`src/cdl_defs.svh`:
```
// Offsets, field positions, reset values and timing counts of the codec link
`ifndef CDL_DEFS_SVH
`define CDL_DEFS_SVH
// ----------------------------------------------------------------
// Register byte offsets
// ----------------------------------------------------------------
`define CDL_OFS_CTRL 8'h00
`define CDL_OFS_STAT 8'h04
`define CDL_OFS_MASK 8'h08
`define CDL_OFS_ACC 8'h0c
`define CDL_OFS_FRONT 8'h10
`define CDL_OFS_REAR 8'h14
`define CDL_OFS_CLFE 8'h18
`define CDL_OFS_REC 8'h1c
// ----------------------------------------------------------------
// Field positions and reset values
// ----------------------------------------------------------------
`define CDL_C_EN 0
`define CDL_C_WARM 1
`define CDL_CTRL_W 7
`define CDL_CTRL_RST 7'h00
`define CDL_STAT_W 4
`define CDL_S_BUSY 8
`define CDL_S_WARM 9
`define CDL_A_RD 31
`define CDL_A_ID_HI 25
`define CDL_A_ID_LO 24
`define CDL_A_AD_HI 22
`define CDL_A_AD_LO 16
// ----------------------------------------------------------------
// Frame shape and timing
// ----------------------------------------------------------------
`define CDL_TAG_BITS 16
`define CDL_SLOT_BITS 20
`define CDL_SMP_BITS 16
`define CDL_LAST_SLOT 12
`define CDL_CLK_MHZ 250
`define CDL_WARM_NS 1000
`define CDL_WARM_CYC ((`CDL_WARM_NS * `CDL_CLK_MHZ + 999) / 1000)
`endif

```
`src/cdl_pkg.sv`:
```
// Types shared by the codec link controller
package cdl_pkg;
  // Control register fields, msb first
  typedef struct packed {
    logic rec_mic;
    logic clfe_on;
    logic rear_on;
    logic front_on;
    logic low_pwr;
    logic warm;
    logic enable;
  } cdl_ctrl_s;
  // Sticky status flags
  typedef struct packed {
    logic wake;
    logic done;
    logic [1:0] ready;
  } cdl_stat_s;
  // Codec register access request
  typedef struct packed {
    logic rd;
    logic [1:0] id;
    logic [6:0] addr;
    logic [15:0] data;
  } cdl_acc_s;
  typedef enum logic [1:0] {
    ACC_IDLE = 2'b00,
    ACC_ARM = 2'b01,
    ACC_SEND = 2'b10,
    ACC_WAIT = 2'b11
  } cdl_acc_e;
endpackage

```
`src/cdl_frame_cnt.sv`:
```
// Bit, slot and offset position within one link frame
`include "cdl_defs.svh"
module cdl_frame_cnt import cdl_pkg::*; (
  input wire logic clk,
  input wire logic rst_n,
  input wire logic run,
  input wire logic tick,
  output logic [7:0] idx,
  output logic [3:0] slot,
  output logic [4:0] off
);
  logic slot_end;
  // Tag slot is shorter than the data slots
  assign slot_end = (slot == 4'h0) ? (off == 5'(`CDL_TAG_BITS - 1))
                                   : (off == 5'(`CDL_SLOT_BITS - 1));
  // An 8-bit index wraps after 256 bits by itself
  always_ff @(posedge clk or negedge rst_n) begin
    if (!rst_n) begin
      idx <= 8'h00;
      slot <= 4'h0;
      off <= 5'h00;
    end else if (!run) begin
      idx <= 8'h00;
      slot <= 4'h0;
      off <= 5'h00;
    end else if (tick) begin
      idx <= idx + 8'h01;
      off <= slot_end ? 5'h00 : off + 5'h01;
      if (slot_end) begin
        slot <= (slot == 4'(`CDL_LAST_SLOT)) ? 4'h0 : slot + 4'h1;
      end
    end
  end
endmodule

```
`src/cdl_link_ctrl.sv`:
```
// Codec link start-up, status, register access and sample slots
// ----------------------------------------------------------------
// Notes on behaviour
// RULE_01 - Enable bit drives link reset output
// RULE_02 - Enable clear after reset, link held reset
// RULE_03 - Software times at least 1 us reset
// RULE_04 - Codec keeps bit clock stopped around reset
// RULE_05 - Codec starts bit clock after reset release
// RULE_06 - Bit clock present starts sync and counting
// RULE_07 - Codec flags readiness in tag slot
// RULE_08 - Ready tag sets that input's ready flag
// RULE_09 - Ready flags polled or raise interrupt
// RULE_10 - Two independent serial data inputs
// RULE_11 - Second input reports only secondary ready
// RULE_12 - Access completion flag, polled or interrupt
// RULE_13 - 16-bit stereo playback and recording
// RULE_14 - Recording from stereo input or mic
// RULE_15 - Front 3/4, rear 7/8, center 6, lfe 9
// RULE_16 - Low power, codec wake, warm reset
// RULE_17 - Boot straps must enable the controller; the code has no straps: enable is clear after reset until software sets it
// RULE_18 - Access spans frames, then done flag
// RULE_19 - 256-bit frame, sync high 16 bits
// RULE_20 - In reset, sync, data, counter held low
// ----------------------------------------------------------------
//
// Our own choices: the AHB-Lite register port and the placing of the registers.
`include "cdl_defs.svh"
module cdl_link_ctrl import cdl_pkg::*; (
  input wire logic MCLK,
  input wire logic RST_N,
  input wire logic HSEL,
  input wire logic [31:0] HADDR,
  input wire logic [1:0] HTRANS,
  input wire logic HWRITE,
  input wire logic [2:0] HSIZE,
  input wire logic [31:0] HWDATA,
  input wire logic HREADY,
  output logic [31:0] HRDATA,
  output logic HREADYOUT,
  output logic HRESP,
  input wire logic BIT_CLK,
  input wire logic SDATA_IN0,
  input wire logic SDATA_IN1,
  output logic LINK_RESET_N,
  output logic SYNC,
  output logic SDATA_OUT,
  output logic IRQ
);
  // ----------------------------------------------------------------
  // Declarations
  // ----------------------------------------------------------------
  cdl_ctrl_s ctrl;
  cdl_stat_s stat;
  cdl_acc_s acc;
  cdl_acc_e acc_st;
  logic [3:0] mask;
  logic [31:0] front, rear, clfe, rec;
  logic [15:0] rx_data, rx_shift, next_shift, tag;
  logic [19:0] slot_word;
  logic [8:0] warm_cnt;
  logic [7:0] ra, idx;
  logic [3:0] slot, tx_slot, set_vec, clr_vec;
  logic [4:0] off, tx_off;
  logic [2:0] s_pins;
  logic s_bclk, s_din0, s_din1, bclk_d, seen, rx_v2;
  logic b_rise, b_fall, run, samp, t_ready, sel_din, rx_bit;
  logic acc_ok, wr_pend, rd_pend, wr_ctrl, wr_stat, wr_acc;
  logic acc_go, acc_tx, any_valid, out_bit, fr_last, slot_last;
  logic rd_got, set_done, warm_go;
  logic [31:0] rd_val;
  // ----------------------------------------------------------------
  // Pin sampling and bit clock edges
  // ----------------------------------------------------------------
  cdl_sync2 #(.W(3)) u_sync (
    .clk(MCLK),
    .rst_n(RST_N),
    .d({BIT_CLK, SDATA_IN1, SDATA_IN0}),
    .q(s_pins)
  );
  assign s_bclk = s_pins[2];
  assign s_din1 = s_pins[1];
  assign s_din0 = s_pins[0];
  // Edge finder on the synchronised clock only
  always_ff @(posedge MCLK or negedge RST_N) begin
    if (!RST_N) begin
      bclk_d <= 1'b0;
    end else begin
      bclk_d <= s_bclk;
    end
  end
  assign b_rise = s_bclk & ~bclk_d; // [RULE_05]
  assign b_fall = ~s_bclk & bclk_d;
  // Frame runs only when enabled, awake and not in warm reset
  assign run = ctrl.enable & ~ctrl.low_pwr & (warm_cnt == 9'h000);
  // ----------------------------------------------------------------
  // Bus slave
  // ----------------------------------------------------------------
  // Sizes other than a word are treated as word accesses
  assign acc_ok = HSEL & HTRANS[1] & HREADY;
  assign wr_ctrl = wr_pend & (ra == `CDL_OFS_CTRL);
  assign wr_stat = wr_pend & (ra == `CDL_OFS_STAT);
  assign wr_acc = wr_pend & (ra == `CDL_OFS_ACC);
  // Reads take one wait state so that a write just before is visible
  always_ff @(posedge MCLK or negedge RST_N) begin
    if (!RST_N) begin
      wr_pend <= 1'b0;
      rd_pend <= 1'b0;
      ra <= 8'h00;
      HREADYOUT <= 1'b1;
      HRDATA <= 32'h0000_0000;
      HRESP <= 1'b0;
    end else begin
      wr_pend <= acc_ok & HWRITE;
      rd_pend <= acc_ok & ~HWRITE;
      HREADYOUT <= ~(acc_ok & ~HWRITE);
      HRESP <= 1'b0;
      if (acc_ok) begin
        ra <= HADDR[7:0];
      end
      if (rd_pend) begin
        HRDATA <= rd_val;
      end
    end
  end
  // Read selection, unmapped offsets read zero
  assign rd_val = (ra == `CDL_OFS_CTRL) ? {25'h0, ctrl} :
    (ra == `CDL_OFS_STAT) ? {22'h0, warm_cnt != 9'h000, acc_st != ACC_IDLE, 4'h0, stat} :
    (ra == `CDL_OFS_MASK) ? {28'h0, mask} :
    (ra == `CDL_OFS_ACC) ? {acc.rd, 5'h0, acc.id, 1'b0, acc.addr, acc.data} :
    (ra == `CDL_OFS_FRONT) ? front :
    (ra == `CDL_OFS_REAR) ? rear :
    (ra == `CDL_OFS_CLFE) ? clfe :
    (ra == `CDL_OFS_REC) ? rec : 32'h0000_0000;
  // ----------------------------------------------------------------
  // Control and sample registers
  // ----------------------------------------------------------------
  // Warm reset is a one-shot request, never stored
  assign warm_go = wr_ctrl & HWDATA[`CDL_C_WARM] & HWDATA[`CDL_C_EN]; // [RULE_16]
  always_ff @(posedge MCLK or negedge RST_N) begin
    if (!RST_N) begin
      ctrl <= cdl_ctrl_s'(`CDL_CTRL_RST); // [RULE_02]
      mask <= 4'h0;
      front <= 32'h0000_0000;
      rear <= 32'h0000_0000;
      clfe <= 32'h0000_0000;
    end else begin
      if (wr_ctrl) begin
        ctrl <= cdl_ctrl_s'(HWDATA[`CDL_CTRL_W-1:0] & ~(7'h01 << `CDL_C_WARM));
      end
      if (wr_pend && ra == `CDL_OFS_MASK) begin
        mask <= HWDATA[3:0];
      end
      if (wr_pend && ra == `CDL_OFS_FRONT) begin
        front <= HWDATA; // [RULE_13]
      end
      if (wr_pend && ra == `CDL_OFS_REAR) begin
        rear <= HWDATA;
      end
      if (wr_pend && ra == `CDL_OFS_CLFE) begin
        clfe <= HWDATA;
      end
    end
  end
  // Link reset pin mirrors the enable bit
  always_ff @(posedge MCLK or negedge RST_N) begin
    if (!RST_N) begin
      LINK_RESET_N <= 1'b0;
    end else begin
      LINK_RESET_N <= ctrl.enable; // [RULE_01]
    end
  end
  // Warm reset holds sync high for at least 1 us
  always_ff @(posedge MCLK or negedge RST_N) begin
    if (!RST_N) begin
      warm_cnt <= 9'h000;
    end else if (!ctrl.enable) begin
      warm_cnt <= 9'h000;
    end else if (warm_go) begin
      warm_cnt <= 9'(`CDL_WARM_CYC); // [RULE_16]
    end else if (warm_cnt != 9'h000) begin
      warm_cnt <= warm_cnt - 9'h001;
    end
  end
  // ----------------------------------------------------------------
  // Frame transmit
  // ----------------------------------------------------------------
  cdl_frame_cnt u_frame (
    .clk(MCLK),
    .rst_n(RST_N),
    .run(run),
    .tick(b_rise),
    .idx(idx),
    .slot(slot),
    .off(off)
  );
  assign acc_tx = (acc_st == ACC_SEND);
  assign any_valid = acc_tx | ctrl.front_on | ctrl.rear_on | ctrl.clfe_on;
  // Tag: frame valid, slot 1..12 valid, codec id in low bits
  assign tag = {any_valid, acc_tx, acc_tx & ~acc.rd, ctrl.front_on, ctrl.front_on,
                1'b0, ctrl.clfe_on, ctrl.rear_on, ctrl.rear_on, ctrl.clfe_on,
                3'h0, 1'b0, acc_tx ? acc.id : 2'h0}; // [RULE_15]
  // Samples occupy the upper 16 of each 20-bit slot
  assign slot_word = (slot == 4'h0) ? {tag, 4'h0} :
    (slot == 4'h1) ? {acc_tx & acc.rd, acc_tx ? acc.addr : 7'h00, 12'h000} :
    (slot == 4'h2) ? {acc_tx ? acc.data : 16'h0000, 4'h0} :
    (slot == 4'h3) ? {front[15:0], 4'h0} :
    (slot == 4'h4) ? {front[31:16], 4'h0} :
    (slot == 4'h6) ? {clfe[15:0], 4'h0} :
    (slot == 4'h7) ? {rear[15:0], 4'h0} :
    (slot == 4'h8) ? {rear[31:16], 4'h0} :
    (slot == 4'h9) ? {clfe[31:16], 4'h0} : 20'h00000; // [RULE_15]
  assign out_bit = slot_word[5'd19 - off];
  // Output changes on bit clock rises; quiet while held in reset
  always_ff @(posedge MCLK or negedge RST_N) begin
    if (!RST_N) begin
      SYNC <= 1'b0;
      SDATA_OUT <= 1'b0;
      tx_slot <= 4'h0;
      tx_off <= 5'h00;
      seen <= 1'b0;
    end else if (warm_cnt != 9'h000) begin
      SYNC <= 1'b1; // [RULE_16]
      SDATA_OUT <= 1'b0;
      seen <= 1'b0;
    end else if (!run) begin
      SYNC <= 1'b0; // [RULE_20]
      SDATA_OUT <= 1'b0;
      seen <= 1'b0;
    end else if (b_rise) begin
      SYNC <= (idx < 8'(`CDL_TAG_BITS)); // [RULE_06] [RULE_19]
      SDATA_OUT <= out_bit;
      tx_slot <= slot;
      tx_off <= off;
      seen <= 1'b1;
    end
  end
  // ----------------------------------------------------------------
  // Frame receive
  // ----------------------------------------------------------------
  // Inputs are read on falls, aligned with the bit sent on the rise
  assign samp = b_fall & seen & run;
  assign sel_din = (acc.id != 2'h0) ? s_din1 : s_din0; // [RULE_10]
  assign t_ready = samp & (tx_slot == 4'h0) & (tx_off == 5'h00); // [RULE_07]
  assign rx_bit = (tx_slot == 4'h2) ? sel_din : s_din0;
  assign next_shift = {rx_shift[14:0], rx_bit};
  assign slot_last = samp & (tx_off == 5'(`CDL_SMP_BITS - 1)) & (tx_slot != 4'h0);
  assign rd_got = slot_last & (tx_slot == 4'h2) & (acc_st == ACC_WAIT) & rx_v2;
  always_ff @(posedge MCLK or negedge RST_N) begin
    if (!RST_N) begin
      rx_shift <= 16'h0000;
      rx_v2 <= 1'b0;
      rx_data <= 16'h0000;
      rec <= 32'h0000_0000;
    end else if (samp) begin
      rx_shift <= next_shift;
      if (tx_slot == 4'h0 && tx_off == 5'h02) begin
        rx_v2 <= sel_din;
      end
      if (rd_got) begin
        rx_data <= next_shift;
      end
      // Mic lands in the left half, right half reads zero
      if (slot_last && tx_slot == 4'h3 && !ctrl.rec_mic) begin
        rec[15:0] <= next_shift; // [RULE_14]
      end
      if (slot_last && tx_slot == 4'h4 && !ctrl.rec_mic) begin
        rec[31:16] <= next_shift; // [RULE_13]
      end
      if (slot_last && tx_slot == 4'h6 && ctrl.rec_mic) begin
        rec <= {16'h0000, next_shift}; // [RULE_14]
      end
    end
  end
  // ----------------------------------------------------------------
  // Codec register access
  // ----------------------------------------------------------------
  // A request written while one is in flight is dropped
  assign acc_go = wr_acc & (acc_st == ACC_IDLE) & ctrl.enable;
  assign fr_last = b_rise & run & (idx == 8'hff);
  assign set_done = (acc_tx & fr_last & ~acc.rd) | rd_got; // [RULE_12]
  always_ff @(posedge MCLK or negedge RST_N) begin
    if (!RST_N) begin
      acc <= '0;
    end else if (acc_go) begin
      acc.rd <= HWDATA[`CDL_A_RD];
      acc.id <= HWDATA[`CDL_A_ID_HI:`CDL_A_ID_LO];
      acc.addr <= HWDATA[`CDL_A_AD_HI:`CDL_A_AD_LO];
      acc.data <= HWDATA[15:0];
    end else if (rd_got) begin
      acc.data <= next_shift;
    end
  end
  // Command goes out in a whole frame; a read waits for the reply
  always_ff @(posedge MCLK or negedge RST_N) begin
    if (!RST_N) begin
      acc_st <= ACC_IDLE;
    end else if (!ctrl.enable) begin
      acc_st <= ACC_IDLE;
    end else begin
      case (acc_st)
        ACC_IDLE: begin
          if (acc_go) begin
            acc_st <= ACC_ARM;
          end
        end
        ACC_ARM: begin
          if (fr_last) begin
            acc_st <= ACC_SEND; // [RULE_18]
          end
        end
        ACC_SEND: begin
          if (fr_last) begin
            acc_st <= acc.rd ? ACC_WAIT : ACC_IDLE; // [RULE_18]
          end
        end
        default: begin
          if (rd_got) begin
            acc_st <= ACC_IDLE;
          end
        end
      endcase
    end
  end
  // ----------------------------------------------------------------
  // Status flags and interrupt
  // ----------------------------------------------------------------
  assign set_vec = {ctrl.enable & ctrl.low_pwr & (s_din0 | s_din1), set_done,
                    t_ready & s_din1, t_ready & s_din0}; // [RULE_08] [RULE_11] [RULE_16]
  assign clr_vec = wr_stat ? HWDATA[`CDL_STAT_W-1:0] : 4'h0;
  // Write one to clear; a new event in the same cycle wins
  always_ff @(posedge MCLK or negedge RST_N) begin
    if (!RST_N) begin
      stat <= '0;
      IRQ <= 1'b0;
    end else begin
      stat <= cdl_stat_s'((stat & ~clr_vec) | set_vec);
      IRQ <= |(stat & mask); // [RULE_09] [RULE_12]
    end
  end
endmodule

```
`src/cdl_sync2.sv`:
```
// Two-stage synchroniser for pins from outside the system clock
module cdl_sync2 #(
  parameter int W = 1
) (
  input wire logic clk,
  input wire logic rst_n,
  input wire logic [W-1:0] d,
  output logic [W-1:0] q
);
  logic [W-1:0] meta;
  // First stage feeds only the second
  always_ff @(posedge clk or negedge rst_n) begin
    if (!rst_n) begin
      meta <= '0;
      q <= '0;
    end else begin
      meta <= d;
      q <= meta;
    end
  end
endmodule
```
`config.mk`:
```
export PLATFORM = sky130hd
export DESIGN_NAME = cdl_link_ctrl
export DESIGN_NICKNAME = d
export VERILOG_FILES = /design/src/cdl_pkg.sv /design/src/cdl_frame_cnt.sv /design/src/cdl_link_ctrl.sv /design/src/cdl_sync2.sv
export VERILOG_INCLUDE_DIRS = /design/src
export SDC_FILE = /design/constraint.sdc
export NUM_CORES = 1
export LEC_CHECK = 0
export ABC_AREA = 0
export BUFFER_PORTS_ARGS = -buffer_cell sky130_fd_sc_hd__buf_4
export CAP_MARGIN = 15
export CORE_MARGIN = 2
export CORE_UTILIZATION = 60
export DETAILED_ROUTE_END_ITERATION = 10
export GPL_TIMING_DRIVEN = 0
export HOLD_SLACK_MARGIN = 0.06
export MAX_ROUTING_LAYER = met4
export PLACE_DENSITY = 0.8
export SETUP_SLACK_MARGIN = 0.3
export SLEW_MARGIN = 5
export SYNTH_ARGS = -nofsm -noshare
export SYNTH_HDL_FRONTEND = slang
export SYNTH_HIERARCHICAL = 1
export SYNTH_SLANG_ARGS = --single-unit
```
`constraint.sdc`:
```
create_clock -name MCLK -period 4.55 [get_ports MCLK]
set_input_delay 0 -clock MCLK [delete_from_list [all_inputs] [get_ports MCLK]]
set_output_delay 0 -clock MCLK [all_outputs]
set_load 0.1 [all_outputs]
```
# Word level (Yosys, flattened, before mapping)
# Index checks and enable logic that the tools add are counted.
# op_classes
n_addsub	5
order_cmp	2
eq_ne	36
n_mux	59
n_bitwise	50
reduce_logical	32
# op_table
cell	n
32-bit 2-to-1 mux	9
20-bit 2-to-1 mux	9
16-bit 2-to-1 mux	5
1-bit AND	34
8-bit by 5-bit == test with 1-bit output (second input constant)	4
9-bit 2-to-1 mux	3
4-bit by 3-bit == test with 1-bit output (second input constant)	5
4-bit 2-to-1 mux	5
4-bit by 2-bit == test with 1-bit output (second input constant)	4
8-bit by 4-bit == test with 1-bit output (second input constant)	2
8-bit 2-to-1 mux	2
5-bit 2-to-1 mux	3
2-bit 2-to-1 mux	7
1-bit 2-to-1 mux	13
4-bit == test (second input constant)	3
1-bit logical AND	11
5-bit by 4-bit == test with 1-bit output (second input constant)	2
2-bit nonzero test	5
9-bit zero test	1
9-bit nonzero test	1
9-bit by 1-bit subtractor with 9-bit output (second input constant)	1
8-bit by 1-bit adder with 8-bit output (second input constant)	1
4-bit AND	2
8-bit by 3-bit == test with 1-bit output (second input constant)	1
other kinds (34)	51
# word_totals
ff_bits	276
output_inout_bits	38

# Logic depth before layout (Yosys ltp)
# Gate-level depths: netlist (run 1).
# depth
ltp_word	15
depth_mapped	12
depth_no_buf	9

# By module
# The synthesis (run 1) kept the hierarchy.
# modules_own_cells
module	instances	cells_each	area_each_um2	seq_area_each_um2
cdl_link_ctrl	1	1084	12680.9	6332.3
cdl_frame_cnt	1	94	965.9	425.4
cdl_sync2	1	6	150.1	150.1

# Worst setup path before layout (run 1)
# Ideal clock, no wire load.
# synth_timing
path_kind	register to register
start	register warm_cnt[0]
end	register acc[10] (netlist name)
setup_time_ns	0.137
t_arrival_ns	3.158
required_ns	4.413
slack_ns	1.255
path_stages_with_launch	13
path_buffers	4
synth_period_minus_slack_ns	3.295
cell_sequence	dfrtp_1 inv_1 ha_1 or4b_4 or4_1 buf_2 or3_1 buf_6 or4_4 buf_6 buf_6 mux2i_1 a21oi_1
# synth_between
elab_chain_cells	9
# synth_lines
element	line	rtl
start, declared	cdl_link_ctrl.sv:60	logic [8:0] warm_cnt;
start signal, assigned	cdl_link_ctrl.sv:179	warm_cnt <= 9'(`CDL_WARM_CYC);
start signal, assigned	cdl_link_ctrl.sv:181	warm_cnt <= warm_cnt - 9'h001;
9-bit zero test	cdl_link_ctrl.sv:94	assign run = ctrl.enable & ~ctrl.low_pwr & (warm_cnt == 9'h000);
1-bit AND	cdl_link_ctrl.sv:94	
1-bit AND	cdl_link_ctrl.sv:241	assign samp = b_fall & seen & run;
1-bit AND (2 in series)	cdl_link_ctrl.sv:246	assign slot_last = samp & (tx_off == 5'(`CDL_SMP_BITS - 1)) & (tx_slot != 4'h0);
1-bit AND (3 in series)	cdl_link_ctrl.sv:247	assign rd_got = slot_last & (tx_slot == 4'h2) & (acc_st == ACC_WAIT) & rx_v2;
2-bit nonzero test (no source line)	-	
end, declared	cdl_link_ctrl.sv:54	cdl_acc_s acc;
# Every way passes these cells.
# A chain may end at the register's enable or synchronous reset.

# Worst setup path after layout (run 1)
# layout_timing
start	register warm_cnt[0]
end	register rec[28]
# layout_between
elab_chain_cells	9
word_cells_on_any_way	12
cone_classes	mux: 1; bitwise: 4; reduce/logical: 7
# layout_lines
element	line	rtl
9-bit zero test (*)	cdl_link_ctrl.sv:94	
1-bit AND (*)	cdl_link_ctrl.sv:94	
1-bit AND (*)	cdl_link_ctrl.sv:241	
1-bit AND (2 in series)	cdl_link_ctrl.sv:246	
1-bit logical AND, on equally long branches (2 in series)	cdl_link_ctrl.sv:266, cdl_link_ctrl.sv:269	
2-bit nonzero test (no source line)	-	
2-bit AND reduction (no source line)	-	
end signal, assigned	cdl_link_ctrl.sv:267	rec[31:16] <= next_shift;
end signal, assigned	cdl_link_ctrl.sv:270	rec <= {16'h0000, next_shift};
end, declared	cdl_link_ctrl.sv:57	logic [31:0] front, rear, clfe, rec;
# Every way passes the cells marked *; elsewhere a longest branch is shown, timed or not.

==> metrics.md, run 1 <==
| Metric | Value |
|---|---|
| Status | `finished clean` |
| Critical path class | `reg2reg` |
| Post-DP HPWL | `31.8 mm` |
| Reg2reg setup slack | `approximately 0.45 ns` |
| Worst IR drop on VDD | `0.298 mV` |
| Number of clock sinks | `276` |
| Fmax | `244 MHz` |
| Maxcap violations | `0` |
| Routability congestion estimate from global placement | `~1.0` |
| Clock skew | `0.0155 ns` |
| Critical Path Sink | `rec[28]` |
| Tot GR Track Use | `38.8%` |
| Syn Inst Count | `1184` |
| Vias in the first global route | `11.0k` |
| DR pass1 iterations | `5` |
| IO buf count | `85` |
| Post-synthesis sequential area ratio | `50.1%` |
| Yosys reg bits | `about 280` |
| Synthesis-to-finish area growth | `19.4%` |
| Clock-pin slew on the worst setup and hold paths | `around 0.060 ns` |
| Gr ovfl total | `0` |
| Die Width | `156 um` |
| First-pass GRT wire length | `67.9 mm` |
| Layout cells sized above 1 | `26.8%` |
| Residual DRC | `0` |
| Worst hold start | `HREADY` |
| Core Rows | `55` |
| Num CTS Buffers | `29` |
| Wirelength per Cell | `27.3 um` |
| Slew margin rel. | `approximately 8.9%` |
| Final Core Density | `slightly above 70%` |
| Synthesized cell area | `13800 um^2` |
| LEAKAGE | `7.23 nW` |
| Tightest Pin Transition | `between 1 and 1.5 ns` |
| Setup TNS | `0 ns` |
| Worst flop-to-flop path startpoint | `warm_cnt[0]` |
| Critical Path Start Type | `flop` |
| ANT cells | `0` |
| R2R cell count | `11` |
| Fraction of registers with async set/reset | `100%` |
| Skew-Pair Late Insertion Delay | `0.56 ns` |
| Hold crit path type | `in2reg` |
| CTS tree | `done` |
| Setup crit end kind | `flop` |
| Max-slew violation count | `0` |
| Final hold violations | `0` |
| Crit path launch | `warm_cnt[0]` |
| CTS max path bufs | `3` |
| Initial cell density of the core | `60.9%` |
| Total die area | `24200 um^2` |
| Initial antenna violation count | `0` |
| Clk root buf | `clkbuf_16` |
| Detailed-route via count | `11.2k` |
| Min Tclk post-route | `a little over 4 ns` |
| Initial DRC count | `1432` |
| Largest net degree at the start of global routing | `120` |
| Final ANT Viol Nets | `0` |
| CP max FO | `10` |
| Die height | `156 um` |
| Dominant synthesized flop cell | `dfrtp_1` |
| Number of vias per cell | `between 6 and 7` |
| Avg Synthesized Cell Area | `about 12 um^2` |
| PD cells | `411 nW/um^2` |
| Core area | `22600 um^2` |
| Nets | `1439` |
| Period utilization | `90.2%` |
| RSZ-0062 raised after global routing | `no` |
| Final setup violating endpoints | `0` |
| Final instance area | `16500 um^2` |
| Postcts setup bufs | `0` |
| I/O Pins | `between 100 and 150` |
| Count of cell types in the netlist | `78` |
| YS warnings | `6` |
| Worst Hold Depth | `3` |
| H-tree levels | `1` |
| Syn nets | `1268` |
| CP arrival | `~4.5 ns` |
| Placed cell area | `around 15000 um^2` |
| Number of synthesized flops with an enable pin | `0` |
| Routed wire length | `roughly 45 mm` |
| Reg2Reg Capture Point | `rec[28]` |
| WP data required | `4.98 ns` |
flip-flops by register name, indices dropped and copies added (netlist names), 2 cells and up:
register,flops
u_sync/q,3
clfe,32
mask,4
rear,32
rec,32
ctrl,6
HRDATA,32
u_frame/off,5
tx_off,5
acc_st,2
u_frame/slot,4
rx_shift,15
acc,26
u_frame/idx,8
front,32
ra,8
warm_cnt,9
u_sync/meta,3
tx_slot,4
stat,4
per-layer routing:
layer / global-route usage [%] / part of all wire (%) / vias to the layer above
met5: - / 0 / -
met1: 52.7 / 40 / 5683
met2: 59.5 / 46 / 659
met3: 6.00 / 9.4 / 134
li1: - / - / 4729
met4: 15.2 / 4.6 / 0
cell usage in the layout (no fill, tap or decap), types with 6 or more instances in the layout:
master,Yosys,final
nor2_1,80,80
buf_1,18,18
mux2_1,10,10
nor3b_1,6,6
a22o_1,22,22
a22oi_1,26,26
nand3_1,26,26
clkbuf_16,0,29
xnor2_1,8,8
o21ai_0,45,45
mux4_2,33,33
nand2b_1,12,12
nor2b_1,18,18
and2_1,11,11
buf_4,2,86
a21oi_1,86,86
a21boi_0,8,8
o211ai_1,9,9
mux2i_1,32,32
dlygate4sd3_1,0,48
dfrtp_1,275,275
nand2_1,51,51
a31oi_1,7,7
mux2_2,168,168
and3_1,7,7
inv_1,26,26
o22ai_1,7,7
ha_1,7,7
clkbuf_1,53,57
nor3_1,16,15
or3_1,6,6
bufinv_16,0,6
nand4_1,12,12
clkbuf_8,0,6
cell type report:
| cell class | count | area, um^2 |
|---|---|---|
| clock inverters | 15 | 241 |
| clock buffers | 39 | 823 |
| flip-flops and latches | 276 | 6910 |
| inverters | 26 | 97.6 |
| well taps | 285 | 357 |
| plain buffers | 79 | 330 |
| repair buffers | 140 | 1240 |
| multi-input cells | 803 | 6480 |
| fillers | 1542 | 6160 |
per-stage QoR:
step | total power, mW | hold WS (ns) | std cells | setup WS [ns]
3_5_place_dp | 4.10 | -0.0918 | 1558 | 0.422
2_1_floorplan | 3.70 | -0.296 | 1184 | 1.26
5_1_grt | 6.97 | 0.118 | 1663 | 0.328
3_3_place_gp | 4.07 | 0.110 | 1554 | 0.401
6_report | 6.77 | 0.0993 | 1663 | 0.446
4_1_cts | 6.74 | 0.0773 | 1661 | 0.402
how the worst min path moves through the flow:
stage | to | slack (ns)
global placement | u_sync/meta[2] | 0.11
CTS | u_sync/meta[0] | 0.08
detailed placement | warm_cnt[8] | -0.09
floorplan | HRDATA[0] | -0.30
global route | u_sync/meta[1] | 0.12
finish | HREADYOUT | 0.1
cell families after synthesis:
family / share of synthesized area, %
muxes: 22.3
buffers and inverters: 3.10
DFF: 50.1
AOI/OAI and AO/OA: 12.2
xor gates and xnor gates: 0.762
adders and majority gates: 0.635
other: 0.0272
and+or+nand+nor: 10.9
synthesized netlist by cell type, drive strengths merged, types with 5 or more instances:
cell    instances  share of area (%)
nand2          51                1.4
mux4           33                5.4
nand4          12               0.54
o21ai          45                1.6
a211oi          5               0.27
dfrtp         275                 50
nor3           17               0.65
or3             6               0.27
nor3b           7               0.46
and3            7               0.32
buf            26               0.95
a21boi          8               0.44
and2           12               0.55
a31oi           7               0.32
o211ai          9               0.49
nand2b         12               0.54
nor2b          18               0.82
xnor2           8               0.51
mux2          179                 15
a22o           22                1.4
mux2i          32                2.3
or4             6               0.35
a32oi           5               0.32
a22oi          26                1.4
inv            26               0.71
nand3          27                1.0
nor2           80                2.2
o22ai           7               0.32
ha              7               0.63
clkbuf         53                1.4
a21oi          86                3.1
power breakdown:
part	total [mW]	switching [mW]	internal (mW)
Sequential	2.77	0.149	2.62
Combinational	1.37	0.878	0.492
Clock	2.63	1.02	1.61
worst max-delay path, stage by stage, from the launching register on:
cell	delay [ns]
dfrtp_1	0.38
inv_1	0.11
ha_1	0.15
or4b_4	0.46
or4_1	0.56
buf_2	0.20
or3_1	0.36
buf_6	0.19
nor4_4	0.30
nand3_1	0.42
clkbuf_1	0.48
a22o_1	0.35
what timing repair did:
item                       in CTS  in global routing
hold endpoints to repair      428                  0
setup endpoints to repair       0                 11
resized for setup               0                  2
hold buffers                   49                  0
Power figures use the tool's default switching activity.
==> run 2, diff against run 1 <==
Settings changed: CORE_UTILIZATION 60 to 54, PLACE_DENSITY 0.8 to 0.76.
Clock period 4.55 ns to 3.6 ns, I/O delays scaled along.
==> run 2 against run 1 <==
  * Die area increased by 11%
  * Cell count up 4.5%
  * Sequential power rose by 27%
  * Combinational power is 39% higher
  * Design area up 3.8%
  * Hold slack worse by 0.059 ns
  * Maximum frequency rose by 21%
  * Critical path depth is 1 higher
  * Critical endpoint is now acc[11]
  * Largest cell class unchanged
  * Largest power group unchanged
  * Highest routed layer unchanged
==> metrics.md, run 2 (synthesis gave the netlist of run 1 again) <==
| Metric | Value |
|---|---|
| Nets | `1472 (+2.3%)` |
| Pre-CTS setup slack | `-0.555 ns (-0.977 ns)` |
| Layout cells sized above 1 | `31.1% (+4.3 points)` |
| Initial antenna violation count | `0 (unchanged)` |
| Cell mode on critical path | `buf_12` |
| Post-DP HPWL | `32.4 mm (+2.0%)` |
| Worst IR drop on VDD | `0.369 mV (+24%)` |
| Final hold violations | `0 (unchanged)` |
| Pwr Total | `8.69 mW (+28%)` |
| Final ANT Viol Nets | `0 (unchanged)` |
| Slew margin rel. | `17.2% (+8.3 points)` |
| Max-slew violation count | `0 (unchanged)` |
| Worst flop-to-flop path startpoint | `warm_cnt[1]` |
| Final setup violating endpoints | `0 (unchanged)` |
| RSZ-0062 raised after global routing | `yes` |
| Core area | `25100 um^2 (+11%)` |
| Maxcap violations | `0 (unchanged)` |
| Most frequent cells in the layout | `275 x dfrtp_1, 167 x mux2_2, 111 x buf_4` |
| Initial cell density of the core | `54.9% (-6.0 points)` |
| Vias in the first global route | `11.5k (+4.6%)` |
| DR pass1 iterations | `7 (+2)` |
| Clock-pin slew on the worst setup and hold paths | `0.07 ns (about the same)` |
| CP arrival | `3.78 ns (-0.76 ns)` |
| Gr ovfl total | `0 (unchanged)` |
| Core Rows | `58 (+5.5%)` |
| Most common cell after layout, fill and taps aside | `dfrtp_1` |
| Die Width | `164 um (+5.3%)` |
| Number of clock sinks | `276 (unchanged)` |
| ANT cells | `0 (unchanged)` |
| Die height | `164 um (+5.3%)` |
| I/O Pins | `115 (unchanged)` |
| CP max FO | `5 (-5)` |
| Initial DRC count | `1366 (-4.6%)` |
| Wirelength per Cell | `27.1 um (-0.75%)` |
| Residual DRC | `0 (unchanged)` |
| WP data required | `4.00 ns (-0.98 ns)` |
| Critical Path Start Type | `flop` |
| CTS tree | `done` |
| Setup TNS | `0 ns (unchanged)` |
| IO buf count | `85 (unchanged)` |
| Total die area | `26800 um^2 (+11%)` |
| Min Tclk post-route | `3.39 ns (-0.715 ns)` |
| First-pass GRT wire length | `70.0 mm (+3.2%)` |
| Largest net degree at the start of global routing | `119 (-0.83%)` |
| Clk root buf | `clkbuf_16` |
| Number of vias per cell | `6.52 (-3.3%)` |
| H-tree levels | `1 (unchanged)` |
| Synthesis-to-finish area growth | `23.9%` |
| Slowest-stage cell, CP | `or4_4` |
| Setup crit end kind | `flop` |
| Num CTS Buffers | `30 (+3.4%)` |
| Status | `finished clean` |
| Critical path class | `reg2reg` |
| LEAKAGE | `7.56 nW (+4.6%)` |
| Fin worst setup slack | `0.211 ns (-0.235 ns)` |
| Reg2reg setup slack | `0.21 ns (-0.24 ns)` |
| Hold WS | `0.0407 ns (-0.0586 ns)` |
| Clock skew | `0.0152 ns (-0.000228 ns)` |
| Tot GR Track Use | `36.4% (-2.3 points)` |
| CP Cell Sequence | `inv_2, ha_4, or4b_4, or4_4, buf_6, or3_4, buf_12, or4_4, buf_12, buf_12, mux2i_1, a21oi_1` |
| Skew-Pair Late Insertion Delay | `0.56 ns (about the same)` |
| CP peak stage delay | `0.54 ns (-0.02 ns)` |
| CTS max path bufs | `3 (unchanged)` |
| Detailed-route via count | `11.3k (+1.1%)` |
| Hold crit path type | `in2async` |
| Routed wire length | `47.1 mm (+3.7%)` |
| R2R cell count | `12 (+1)` |
| Period utilization | `94.1% (+3.9 points)` |
| Routability congestion estimate from global placement | `1.04 (+0.58%)` |
| Fmax | `295 MHz (+21%)` |
| Reg2Reg Capture Point | `acc[11]` |
| Tightest Pin Transition | `1.24 ns (-0.124 ns)` |
| PD cells | `508 nW/um^2 (+24%)` |
-- run 2: cell types whose count changed in the layout (fill, tap and decap cells not counted), sizes merged --
| cell | before | now |
|---|---|---|
| clkbuf | 92 | 98 |
| clkdlybuf4s15 | 1 | 0 |
| clkinvlp | 2 | 0 |
| clkinv | 6 | 5 |
| dlygate4sd3 | 48 | 46 |
| bufinv | 6 | 3 |
| buf | 117 | 150 |
-- run 2: cell type report --
| class | count | area (um^2) |
|---|---|---|
| multi-input cells | 803 | 6630 |
| flip-flops and latches | 276 | 6910 |
| inverters | 26 | 97.6 |
| well taps | 330 | 413 |
| fillers | 1851 | 8010 |
| repair buffers | 172 | 1570 |
| clock buffers | 43 | 931 |
| plain buffers | 79 | 417 |
| clock inverters | 9 | 130 |
-- run 2: timing repair --
action / in CTS / in global routing
hold endpoints to repair: 428 / 0
pin swaps: 11 / 16
buffers inserted: 27 / 6
endpoints found under the setup margin: 83 / 86
gates cloned: 2 / 0
resized for setup: 46 / 38
hold buffers: 47 / 0
-- run 2: worst max-delay path by stage --
stage               startpoint           end  slack [ns]  depth (start not counted)
2_1_floorplan      warm_cnt[0]       acc[10]        0.31                         12
3_3_place_gp       warm_cnt[0]  rx_shift[11]       -0.65                          7
3_5_place_dp   u_frame/slot[1]     SDATA_OUT       -0.56                          9
4_1_cts        u_frame/slot[1]     SDATA_OUT        0.18                          9
5_1_grt            warm_cnt[1]        rec[7]        0.18                         13
6_report           warm_cnt[1]       acc[11]        0.21                         12
-- run 2: worst max-delay path: cells and delay by family, from the launching register on --
kind | cells | cell delay, ns
flip-flops | 1 | 0.40
AO/OA/AOI/OAI | 1 | 0.10
AND/OR/NAND/NOR | 4 | 1.77
buffers and inverters | 5 | 0.68
adder cells (fa/ha/maj) | 1 | 0.13
multiplexers | 1 | 0.16
-- run 2: where the power goes --
part,internal (mW),switching [mW],total (mW)
logic,0.738,1.17,1.91
clock network,2.00,1.27,3.26
registers,3.31,0.199,3.51
-- run 2: layer usage --
layer | up-vias | track usage (%) | wire length, um
met5 | - | - | 0
met4 | 0 | 16.6 | 2420
met3 | 143 | 8.59 | 4140
met2 | 605 | 55.7 | 21800
met1 | 5771 | 46.5 | 18800
li1 | 4809 | - | -
-- run 2: per-stage QoR --
step                      instance area, um^2  utilization [%]  instances
after floorplan                         13800                -       1184
after global placement                  14800             59.1       1599
after detailed placement                14900             59.5       1603
after CTS                               16900             67.4       1731
after global routing                    17100             68.1       1738
final                                   17100             68.1       1738
